`src/rtl/uart_pkg.sv`:
```
package uart_pkg;

    localparam logic [7:0] OFS_CTRL = 8'h00;
    localparam logic [7:0] OFS_STAT = 8'h04;
    localparam logic [7:0] OFS_DATA = 8'h08;
    localparam logic [7:0] OFS_DIV  = 8'h0c;
    localparam logic [7:0] OFS_FRAC = 8'h10;

    localparam logic [1:0] PAR_EVEN  = 2'h0;
    localparam logic [1:0] PAR_ODD   = 2'h1;
    localparam logic [1:0] PAR_MARK  = 2'h2;
    localparam logic [1:0] PAR_SPACE = 2'h3;

    typedef struct packed {
        logic       tx_empty_irq_en;
        logic       addr_detect_on;
        logic       send_break_ctl;
        logic       tx_ninth_bit;
        logic       two_stop_sel;
        logic [1:0] parity_type_sel;
        logic       parity_on;
        logic       word_len_nine;
        logic       rx_path_enable;
        logic       tx_path_enable;
        logic       serial_unit_on;
    } ctrl_t;

    typedef struct packed {
        logic       rx_addr_flag;
        logic [2:0] rx_fill_count;
        logic       noise_flag;
        logic       parity_err_flag;
        logic       frame_err_flag;
        logic       overrun_flag;
        logic       rx_idle_flag;
        logic       rx_data_avail_flag;
        logic       tx_idle_flag;
        logic       tx_buffer_empty_flag;
    } status_t;

    localparam ctrl_t      CTRL_RST = 12'h000;
    localparam logic [15:0] DIV_RST  = 16'h0000;
    localparam logic [2:0]  FRAC_RST = 3'h0;

    typedef enum logic [2:0] {
        TX_IDLE  = 3'h0,
        TX_START = 3'h1,
        TX_DATA  = 3'h2,
        TX_PAR   = 3'h3,
        TX_STOP  = 3'h4
    } tx_state_t;

    typedef enum logic [2:0] {
        RX_IDLE  = 3'h0,
        RX_START = 3'h1,
        RX_DATA  = 3'h2,
        RX_PAR   = 3'h3,
        RX_STOP  = 3'h4
    } rx_state_t;

endpackage

```
`src/rtl/uart_core.sv`:
```
`timescale 1ns/1ns
`default_nettype none
module uart_core #(
    parameter int DIV_W = 16
) (
    // apb
    input  wire logic        pclk,
    input  wire logic        presetn,
    input  wire logic        psel,
    input  wire logic        penable,
    input  wire logic        pwrite,
    input  wire logic [7:0]  paddr,
    input  wire logic [31:0] pwdata,
    output logic      [31:0] prdata,
    output logic             pready,
    output logic             pslverr,
    // serial pins
    input  wire logic        rx_in,
    output logic             tx_out,
    output logic             tx_oe,
    output logic             rx_claim,
    // event
    output logic             tx_irq
);

    // counters and read mux are laid out for a 16-bit divider only
    if (DIV_W != 16)
    begin : g_div_width
        $error("uart_core: divider width must be 16");
    end

    uart_pkg::ctrl_t     ctrl;
    uart_pkg::ctrl_t     next_ctrl;
    logic [DIV_W-1:0]    divisor_value;
    logic [2:0]          frac_adjust_bits;
    logic                divisor_range_sel;
    logic                status_armed;
    logic                tx_buffer_empty_flag;
    logic                tx_idle_flag;
    logic [8:0]          hold_word;
    logic                hold_full;
    uart_pkg::tx_state_t tx_state;
    logic [8:0]          tx_shift_reg;
    logic                tx_par;
    logic [3:0]          tx_idx;
    logic                tx_stop_idx;
    logic [DIV_W:0]      tx_cnt;
    logic [2:0]          tx_acc;
    uart_pkg::rx_state_t rx_state;
    logic                rx_sync_a;
    logic                rx_sync_b;
    logic                rx_sync_c;
    logic                rx_level;
    logic                rx_level_q;
    logic [8:0]          rx_shift;
    logic                rx_par;
    logic [3:0]          rx_idx;
    logic [DIV_W:0]      rx_cnt;
    logic [2:0]          rx_acc;
    logic [8:0]          rx_data;
    logic [2:0]          rx_fill_count;
    logic                rx_data_avail_flag;
    logic                overrun_flag;
    logic                frame_err_flag;
    logic                parity_err_flag;
    logic                noise_flag;
    logic                rx_addr_flag;

    function automatic logic par_bit(input logic [8:0] d, input logic nine, input logic [1:0] typ);
        logic x;
        x = ^(nine ? d : {1'b0, d[7:0]});
        case (typ)
            uart_pkg::PAR_EVEN: par_bit = x;
            uart_pkg::PAR_ODD:  par_bit = ~x;
            uart_pkg::PAR_MARK: par_bit = 1'b1;
            default:            par_bit = 1'b0;
        endcase
    endfunction

    // bus decode
    wire access_done = psel & penable & pready;
    wire wr          = access_done & pwrite;
    wire rd          = access_done & ~pwrite;
    wire sel_ctrl    = paddr == uart_pkg::OFS_CTRL;
    wire sel_stat    = paddr == uart_pkg::OFS_STAT;
    wire sel_data    = paddr == uart_pkg::OFS_DATA;
    wire sel_div     = paddr == uart_pkg::OFS_DIV;
    wire sel_frac    = paddr == uart_pkg::OFS_FRAC;
    wire mapped      = sel_ctrl | sel_stat | sel_data | sel_div | sel_frac;
    wire ro_write    = pwrite & sel_stat;

    uart_pkg::status_t stat;
    assign stat = '{rx_addr_flag, rx_fill_count, noise_flag, parity_err_flag, frame_err_flag, overrun_flag,
                    rx_state == uart_pkg::RX_IDLE, rx_data_avail_flag, tx_idle_flag, tx_buffer_empty_flag};

    wire [31:0] rd_mux = sel_ctrl ? {20'h00000, ctrl} :
                         sel_stat ? {20'h00000, stat} :
                         sel_data ? {23'h000000, rx_data} :
                         sel_div  ? {16'h0000, divisor_value} :
                         sel_frac ? {28'h0000000, divisor_range_sel, frac_adjust_bits} :
                         32'h00000000;

    always_comb
    begin
        next_ctrl = ctrl;
        if (wr && sel_ctrl)
            next_ctrl = uart_pkg::ctrl_t'(pwdata[11:0]);
        if (!next_ctrl.serial_unit_on)
        begin
            next_ctrl.tx_path_enable = 1'b0;
            next_ctrl.rx_path_enable = 1'b0;
            next_ctrl.send_break_ctl = 1'b0;
        end
    end

    // one wait state keeps prdata and pready straight from flops
    always_ff @(posedge pclk or negedge presetn)
    begin
        if (!presetn)
        begin
            pready  <= 1'b0;
            pslverr <= 1'b0;
            prdata  <= 32'h00000000;
        end
        else
        begin
            pready  <= psel & penable & ~pready;
            pslverr <= psel & penable & ~pready & (~mapped | ro_write);
            if (psel && penable && !pready && !pwrite)
                prdata <= rd_mux;
        end
    end

    always_ff @(posedge pclk or negedge presetn)
    begin
        if (!presetn)
        begin
            ctrl              <= uart_pkg::CTRL_RST;
            divisor_value     <= uart_pkg::DIV_RST;
            frac_adjust_bits  <= uart_pkg::FRAC_RST;
            divisor_range_sel <= 1'b0;
        end
        else
        begin
            ctrl <= next_ctrl;
            if (wr && sel_div)
                divisor_value <= pwdata[DIV_W-1:0];
            if (wr && sel_frac)
            begin
                frac_adjust_bits  <= pwdata[2:0];
                divisor_range_sel <= pwdata[3];
            end
        end
    end

    // status read arms the clearing data access
    always_ff @(posedge pclk or negedge presetn)
    begin
        if (!presetn)
            status_armed <= 1'b0;
        else if (rd && sel_stat)
            status_armed <= 1'b1;
        else if (access_done && sel_data)
            status_armed <= 1'b0;
    end

    // transmit path; one shared divisor and format serve both directions
    wire       unit_on    = ctrl.serial_unit_on;
    wire       baud_ok    = divisor_value != '0;
    wire       tx_run     = unit_on & ctrl.tx_path_enable & baud_ok;
    wire       data_wr_ok = wr & sel_data & status_armed & tx_buffer_empty_flag & unit_on;
    wire [8:0] wr_word    = {ctrl.word_len_nine & ctrl.tx_ninth_bit, pwdata[7:0]};
    wire       tx_is_idle = tx_state == uart_pkg::TX_IDLE;
    wire       direct     = data_wr_ok & tx_is_idle & tx_run & ~hold_full;
    wire       from_hold  = tx_is_idle & tx_run & hold_full;
    wire       tx_load    = direct | from_hold;
    wire [8:0] load_word  = direct ? wr_word : hold_word;
    wire [3:0] tx_sum     = {1'b0, tx_acc} + {1'b0, frac_adjust_bits};
    wire [DIV_W:0] tx_len = {1'b0, divisor_value} - 17'h00001 + {16'h0000, tx_sum[3]};
    wire       tx_tick    = ~tx_is_idle & (tx_cnt == '0);
    wire [3:0] last_idx   = ctrl.word_len_nine ? 4'h8 : 4'h7;
    wire       frame_done = tx_tick & (tx_state == uart_pkg::TX_STOP) & ~(ctrl.two_stop_sel & ~tx_stop_idx);

    always_ff @(posedge pclk or negedge presetn)
    begin
        if (!presetn)
        begin
            tx_buffer_empty_flag <= 1'b1;
            tx_idle_flag         <= 1'b1;
            hold_full            <= 1'b0;
            hold_word            <= 9'h000;
        end
        else if (!unit_on)
        begin
            tx_buffer_empty_flag <= 1'b1;
            tx_idle_flag         <= 1'b1;
            hold_full            <= 1'b0;
        end
        else
        begin
            if (data_wr_ok && !direct)
            begin
                hold_word            <= wr_word;
                hold_full            <= 1'b1;
                tx_buffer_empty_flag <= 1'b0;
            end
            else if (from_hold)
            begin
                hold_full            <= 1'b0;
                tx_buffer_empty_flag <= 1'b1;
            end
            if (data_wr_ok)
                tx_idle_flag <= 1'b0;
            if (frame_done)
                tx_idle_flag <= 1'b1;
        end
    end

    always_ff @(posedge pclk or negedge presetn)
    begin
        if (!presetn)
        begin
            tx_state     <= uart_pkg::TX_IDLE;
            tx_out       <= 1'b1;
            tx_shift_reg <= 9'h000;
            tx_par       <= 1'b0;
            tx_idx       <= 4'h0;
            tx_stop_idx  <= 1'b0;
            tx_cnt       <= '0;
            tx_acc       <= 3'h0;
        end
        else if (!tx_run)
        begin
            tx_state <= uart_pkg::TX_IDLE;
            tx_out   <= 1'b1;
            tx_acc   <= 3'h0;
        end
        else if (tx_load)
        begin
            tx_state     <= uart_pkg::TX_START;
            tx_out       <= 1'b0;
            tx_shift_reg <= load_word;
            tx_par       <= par_bit(load_word, ctrl.word_len_nine, ctrl.parity_type_sel);
            tx_idx       <= 4'h0;
            tx_stop_idx  <= 1'b0;
            tx_cnt       <= tx_len;
            tx_acc       <= tx_sum[2:0];
        end
        else if (tx_tick)
        begin
            tx_cnt <= tx_len;
            tx_acc <= tx_sum[2:0];
            case (tx_state)
                uart_pkg::TX_START:
                begin
                    tx_state <= uart_pkg::TX_DATA;
                    tx_out   <= tx_shift_reg[0];
                end
                uart_pkg::TX_DATA:
                begin
                    if (tx_idx == last_idx)
                    begin
                        tx_state <= ctrl.parity_on ? uart_pkg::TX_PAR : uart_pkg::TX_STOP;
                        tx_out   <= ctrl.parity_on ? tx_par : 1'b1;
                    end
                    else
                    begin
                        tx_idx       <= tx_idx + 4'h1;
                        tx_shift_reg <= {1'b0, tx_shift_reg[8:1]};
                        tx_out       <= tx_shift_reg[1];
                    end
                end
                uart_pkg::TX_PAR:
                begin
                    tx_state <= uart_pkg::TX_STOP;
                    tx_out   <= 1'b1;
                end
                uart_pkg::TX_STOP:
                begin
                    if (ctrl.two_stop_sel && !tx_stop_idx)
                        tx_stop_idx <= 1'b1;
                    else
                        tx_state <= uart_pkg::TX_IDLE;
                end
                default:
                    tx_state <= uart_pkg::TX_IDLE;
            endcase
        end
        else if (!tx_is_idle)
            tx_cnt <= tx_cnt - {{DIV_W{1'b0}}, 1'b1};
    end

    // receive path: three flops, level changes once the last two agree
    wire       rx_run   = unit_on & ctrl.rx_path_enable & baud_ok;
    wire [3:0] rx_sum   = {1'b0, rx_acc} + {1'b0, frac_adjust_bits};
    wire [DIV_W:0] rx_len = {1'b0, divisor_value} - 17'h00001 + {16'h0000, rx_sum[3]};
    wire       rx_tick  = (rx_state != uart_pkg::RX_IDLE) & (rx_cnt == '0);
    wire [8:0] rx_word  = ctrl.word_len_nine ? rx_shift : {1'b0, rx_shift[8:1]};
    wire       rx_msb   = ctrl.word_len_nine ? rx_shift[8] : rx_shift[8];
    wire       rx_clear = rd & sel_data & status_armed;
    wire       rx_done  = rx_tick & (rx_state == uart_pkg::RX_STOP);

    always_ff @(posedge pclk or negedge presetn)
    begin
        if (!presetn)
        begin
            rx_sync_a  <= 1'b1;
            rx_sync_b  <= 1'b1;
            rx_sync_c  <= 1'b1;
            rx_level   <= 1'b1;
            rx_level_q <= 1'b1;
        end
        else
        begin
            rx_sync_a  <= rx_in;
            rx_sync_b  <= rx_sync_a;
            rx_sync_c  <= rx_sync_b;
            rx_level_q <= rx_level;
            if (rx_sync_b == rx_sync_c)
                rx_level <= rx_sync_c;
        end
    end

    always_ff @(posedge pclk or negedge presetn)
    begin
        if (!presetn)
        begin
            rx_state <= uart_pkg::RX_IDLE;
            rx_shift <= 9'h000;
            rx_par   <= 1'b0;
            rx_idx   <= 4'h0;
            rx_cnt   <= '0;
            rx_acc   <= 3'h0;
        end
        else if (!rx_run)
        begin
            rx_state <= uart_pkg::RX_IDLE;
            rx_acc   <= 3'h0;
        end
        else if (rx_state == uart_pkg::RX_IDLE)
        begin
            if (rx_level_q && !rx_level)
            begin
                rx_state <= uart_pkg::RX_START;
                rx_cnt   <= {2'b00, divisor_value[DIV_W-1:1]};
                rx_idx   <= 4'h0;
            end
        end
        else if (rx_tick)
        begin
            rx_cnt <= rx_len;
            rx_acc <= rx_sum[2:0];
            case (rx_state)
                uart_pkg::RX_START:
                    rx_state <= rx_level ? uart_pkg::RX_IDLE : uart_pkg::RX_DATA;
                uart_pkg::RX_DATA:
                begin
                    rx_shift <= {rx_level, rx_shift[8:1]};
                    rx_idx   <= rx_idx + 4'h1;
                    if (rx_idx == last_idx)
                        rx_state <= ctrl.parity_on ? uart_pkg::RX_PAR : uart_pkg::RX_STOP;
                end
                uart_pkg::RX_PAR:
                begin
                    rx_par   <= rx_level;
                    rx_state <= uart_pkg::RX_STOP;
                end
                default:
                    rx_state <= uart_pkg::RX_IDLE;
            endcase
        end
        else
            rx_cnt <= rx_cnt - {{DIV_W{1'b0}}, 1'b1};
    end

    // clear first, then set, so a same-cycle event survives the clear
    always_ff @(posedge pclk or negedge presetn)
    begin
        if (!presetn)
        begin
            rx_data            <= 9'h000;
            rx_fill_count      <= 3'h0;
            rx_data_avail_flag <= 1'b0;
            overrun_flag       <= 1'b0;
            frame_err_flag     <= 1'b0;
            parity_err_flag    <= 1'b0;
            noise_flag         <= 1'b0;
            rx_addr_flag       <= 1'b0;
        end
        else if (!unit_on)
        begin
            rx_fill_count      <= 3'h0;
            rx_data_avail_flag <= 1'b0;
            overrun_flag       <= 1'b0;
            frame_err_flag     <= 1'b0;
            parity_err_flag    <= 1'b0;
            noise_flag         <= 1'b0;
            rx_addr_flag       <= 1'b0;
        end
        else
        begin
            if (rx_clear)
            begin
                rx_fill_count      <= 3'h0;
                rx_data_avail_flag <= 1'b0;
                overrun_flag       <= 1'b0;
                frame_err_flag     <= 1'b0;
                parity_err_flag    <= 1'b0;
                noise_flag         <= 1'b0;
            end
            if (rx_done && (rx_fill_count == 3'h0 || rx_clear))
            begin
                rx_data            <= rx_word;
                rx_fill_count      <= 3'h1;
                rx_data_avail_flag <= 1'b1;
                frame_err_flag     <= ~rx_level;
                parity_err_flag    <= ctrl.parity_on & (rx_par != par_bit(rx_word, ctrl.word_len_nine,
                                                                          ctrl.parity_type_sel));
                rx_addr_flag       <= ctrl.addr_detect_on & rx_msb;
            end
            else if (rx_done)
                overrun_flag <= 1'b1;
        end
    end

    always_ff @(posedge pclk or negedge presetn)
    begin
        if (!presetn)
        begin
            tx_oe    <= 1'b0;
            rx_claim <= 1'b0;
            tx_irq   <= 1'b0;
        end
        else
        begin
            tx_oe    <= unit_on & ctrl.tx_path_enable;
            rx_claim <= unit_on & ctrl.rx_path_enable;
            tx_irq   <= unit_on & ctrl.tx_empty_irq_en & tx_buffer_empty_flag;
        end
    end
endmodule
`default_nettype wire

```
`config.mk`:
```
export PLATFORM = sky130hd
export DESIGN_NAME = uart_core
export DESIGN_NICKNAME = d
export VERILOG_FILES = /design/src/rtl/uart_pkg.sv /design/src/rtl/uart_core.sv
export SDC_FILE = /design/constraint.sdc
export NUM_CORES = 1
export LEC_CHECK = 0
export ABC_AREA = 1
export BUFFER_PORTS_ARGS = -buffer_cell sky130_fd_sc_hd__buf_2
export CAP_MARGIN = 20
export CORE_MARGIN = 2
export CORE_UTILIZATION = 35
export DETAILED_ROUTE_END_ITERATION = 10
export GPL_TIMING_DRIVEN = 0
export PLACE_DENSITY = 0.52
export SKIP_CTS_REPAIR_TIMING = 1
export SLEW_MARGIN = 20
export SYNTH_ARGS = -nofsm -noshare
export SYNTH_HDL_FRONTEND = slang
export SYNTH_SLANG_ARGS = --single-unit
```
`constraint.sdc`:
```
create_clock -name pclk -period 2.9 [get_ports pclk]
set_input_delay 0.29 -clock pclk [delete_from_list [all_inputs] [get_ports pclk]]
set_output_delay 0.29 -clock pclk [all_outputs]
set_load 0.005 [all_outputs]
```
==> run metrics <==
required time of the worst setup path=about 3200 ps; Leakage=5.507 nW; critical path's largest stage delay=360 ps; Post-synth EDFFs=0; synthesized area per cell=7.642 um2; CP max-delay cell=dfrtp_1; biggest regs=rx_cnt (17), tx_cnt (17); Final Util=40.92%; initial core utilization=35.42%; layout cells sized above 1=about 13%; Post-route DRC=0; Worst EP arrival=2970 ps; # rows=61; CTS Root Cell=clkbuf_16; largest buffer count on any clock path=2; Buf/Inv on CP=3; PD cells=between 400 and 500 nW/um2; WL final=28,480 um; Detailed Route Iter0 Violations=631; worst-path cell chain=inv_1 > ha_1 > nand4_1 > nor3_2 > nand2_1 > nor2_1 > nand2_1 > nand2_1 > inv_1 > clkbuf_2 > a221oi_1 > a22oi_1; post-route clock skew=15.81 ps; Max Slew Vio Count=0; YS warnings=0; Hold Crit Class=in2reg; first-pass GRT wire length=46,570 um; H-tree Lvls=4; Seq/Total Area, Yosys=41.16%; # setup viols final=0; Detail Route Antenna Nets=0; Clock transition at path regs=80 ps; Die X=roughly 170 um; Post-DP HPWL=21,720 um; I/O pin cnt=between 80 and 90; worst reg-to-reg setup slack=230 ps; Post-synth ARST share=100.0%; largest net degree at the start of global routing=65; total core area=27,710 um2; Period Utilization, post-route=91.99%; critical path peak fanout=10; full die area=29,390 um2; fillers=2,889; Top delay family on crit path=simple AND/OR/NAND/NOR gates; Synth Flop Type=dfrtp_1; clk_lat worst skew=440 ps; n_diodes=0; slew margin rel.=50.93%; chip height=approximately 170 um; Pre-antenna DRT Iters=6; unrepaired setup endpoints after global routing=false; max cap viols=0; cells after synthesis=1,284; Tmin final=~2700 ps; GPL Wtd Cong=0.8864; grt ovf=0; Fin Hold WS=99.21 ps; initial antenna violation count=0; layout net count=1,441; GRT Total Usage=20.52%; Layout Cells excl Fill=1,769; Max rail drop VDD=~0.00032 V; via count=8,761; clk sinks=161; DR WL/cell=about 16 um; Worst setup SP type=flip-flop; Final Hold Viols=0; Critical Path End Type=flip-flop; setup_tns=0 ps; Synth-to-Final Area Change=15.56%; synthesized flop and latch total=161; Crit Path Class=reg2reg; synthesized area=9812 um2; worst-margin pin slew=between 700 and 800 ps; post-synthesis cell type count=slightly below 60; vias in the first global route=8,565; CP dominant cell by count=nand2_1; CTS tree=built; IO Port Bufs=51; CTS Buf Count=17; status=finished, final reports clean; routed vias/inst=4.953; Fmax achieved=374.9 MHz; placed insts=1,730
placed cells by master, fill, tap and decap left out, types with 4 or more instances in the layout:
cell type,synthesis,layout
a211oi_1,7,7
nor2_2,13,14
clkbuf_16,0,17
a221oi_1,13,13
nand4_1,18,18
o31ai_1,6,6
inv_1,158,157
a22oi_1,7,7
nor2_4,7,9
xor2_1,48,48
inv_2,4,5
nor4_1,5,5
clkinv_8,0,4
buf_4,19,24
o22ai_1,14,14
o21ai_1,13,13
dfrtp_1,153,153
inv_6,0,4
buf_2,8,58
a21oi_1,32,31
ha_1,15,15
nor3_1,26,25
nor2_1,144,141
dfstp_2,8,8
nor3_2,4,5
xnor2_1,15,15
nand2_2,7,7
nand3_1,73,73
conb_1,1,16
mux2_2,4,4
o21ai_0,114,114
clkbuf_1,19,18
nand2_1,275,275
o211ai_1,12,12
worst paths after layout:
path                       depth (start not counted)  startpoint                 to
max                                               12   rx_cnt[0]          rx_cnt[9]
min                                                2  pwdata[14]  divisor_value[14]
max reg2reg                                       12   rx_cnt[0]          rx_cnt[9]
min reg2reg                                        0   rx_sync_a          rx_sync_b
max in group asynchronous                          3     presetn           rx_level
min in group asynchronous                          2     presetn         rx_cnt[10]
worst register-to-register path: cells and delay by family, from the launching register on:
kind,cells,cell delay [ps]
simple gates,6,1070
buf+inv,3,500
compound gates,2,400
flops,1,360
fa+ha+maj,1,220
cells by family after synthesis:
group	after synthesis	synth area share (%)
DFF	161	41.16
adders and majority gates	18	2.423
other	1	0.03822
AOI/OAI and AO/OA	238	14.33
xor gates and xnor gates	64	5.789
muxes	4	0.4590
buffers and inverters	215	9.309
and+or+nand+nor	583	26.49
Yosys cell counts (8+ instances only):
master / instances / area share [%]
inv_1: 158 / 6.0
clkbuf_1: 19 / 0.73
o211ai_1: 12 / 0.92
a21oi_1: 32 / 1.6
dfstp_2: 8 / 2.1
a221oi_1: 13 / 1.2
xor2_1: 48 / 4.3
nand2_1: 275 / 11
nor3_1: 26 / 1.3
o21ai_1: 13 / 0.66
buf_2: 8 / 0.41
nand4_1: 18 / 1.1
xnor2_1: 15 / 1.3
nand3_1: 73 / 3.7
buf_4: 19 / 1.5
nor2_2: 13 / 0.83
o22ai_1: 14 / 0.89
o21ai_0: 114 / 5.8
nor2_1: 144 / 5.5
dfrtp_1: 153 / 39
ha_1: 15 / 1.9
final cells by class:
class                           count  area, um2  share of cell area, %
Buffer                             50      292.8                  2.582
Clock buffer                       17      425.4                  3.752
Clock inverter                     15      166.4                  1.468
Inverter                          165      621.8                  5.484
Multi-Input combinational cell    923       4942                  43.59
Sequential cell                   161       4039                  35.62
Tap cell                          378      473.0                  4.171
Timing Repair Buffer               60      377.9                  3.333
per-layer routing:
metal | vias to the layer above | share of wire [%] | global-route usage, %
met5 | - | 0 | 0
met4 | 0 | 1.3 | 4.974
met3 | 26 | 4.5 | 3.520
met2 | 216 | 47 | 33.21
met1 | 4145 | 47 | 28.54
li1 | 4374 | - | -
where the power goes:
part	switching (mW)	leakage, nW	internal [mW]
logic	0.165	3.09	0.0870
registers	0.0138	2.13	2.27
clock network	1.13	0.282	1.16
through the flow:
step | worst slack, ps | total power [mW] | area, um2
after floorplan | 691.4 | 2.435 | 9868
after global placement | -1232 | 2.561 | 10600
after detailed placement | 136.7 | 2.571 | 10660
after CTS | 118.8 | 4.882 | 11250
after global routing | 5.979 | 5.016 | 11340
final | 232.4 | 4.819 | 11340
No activity file was read; power rests on OpenSTA's default activity.
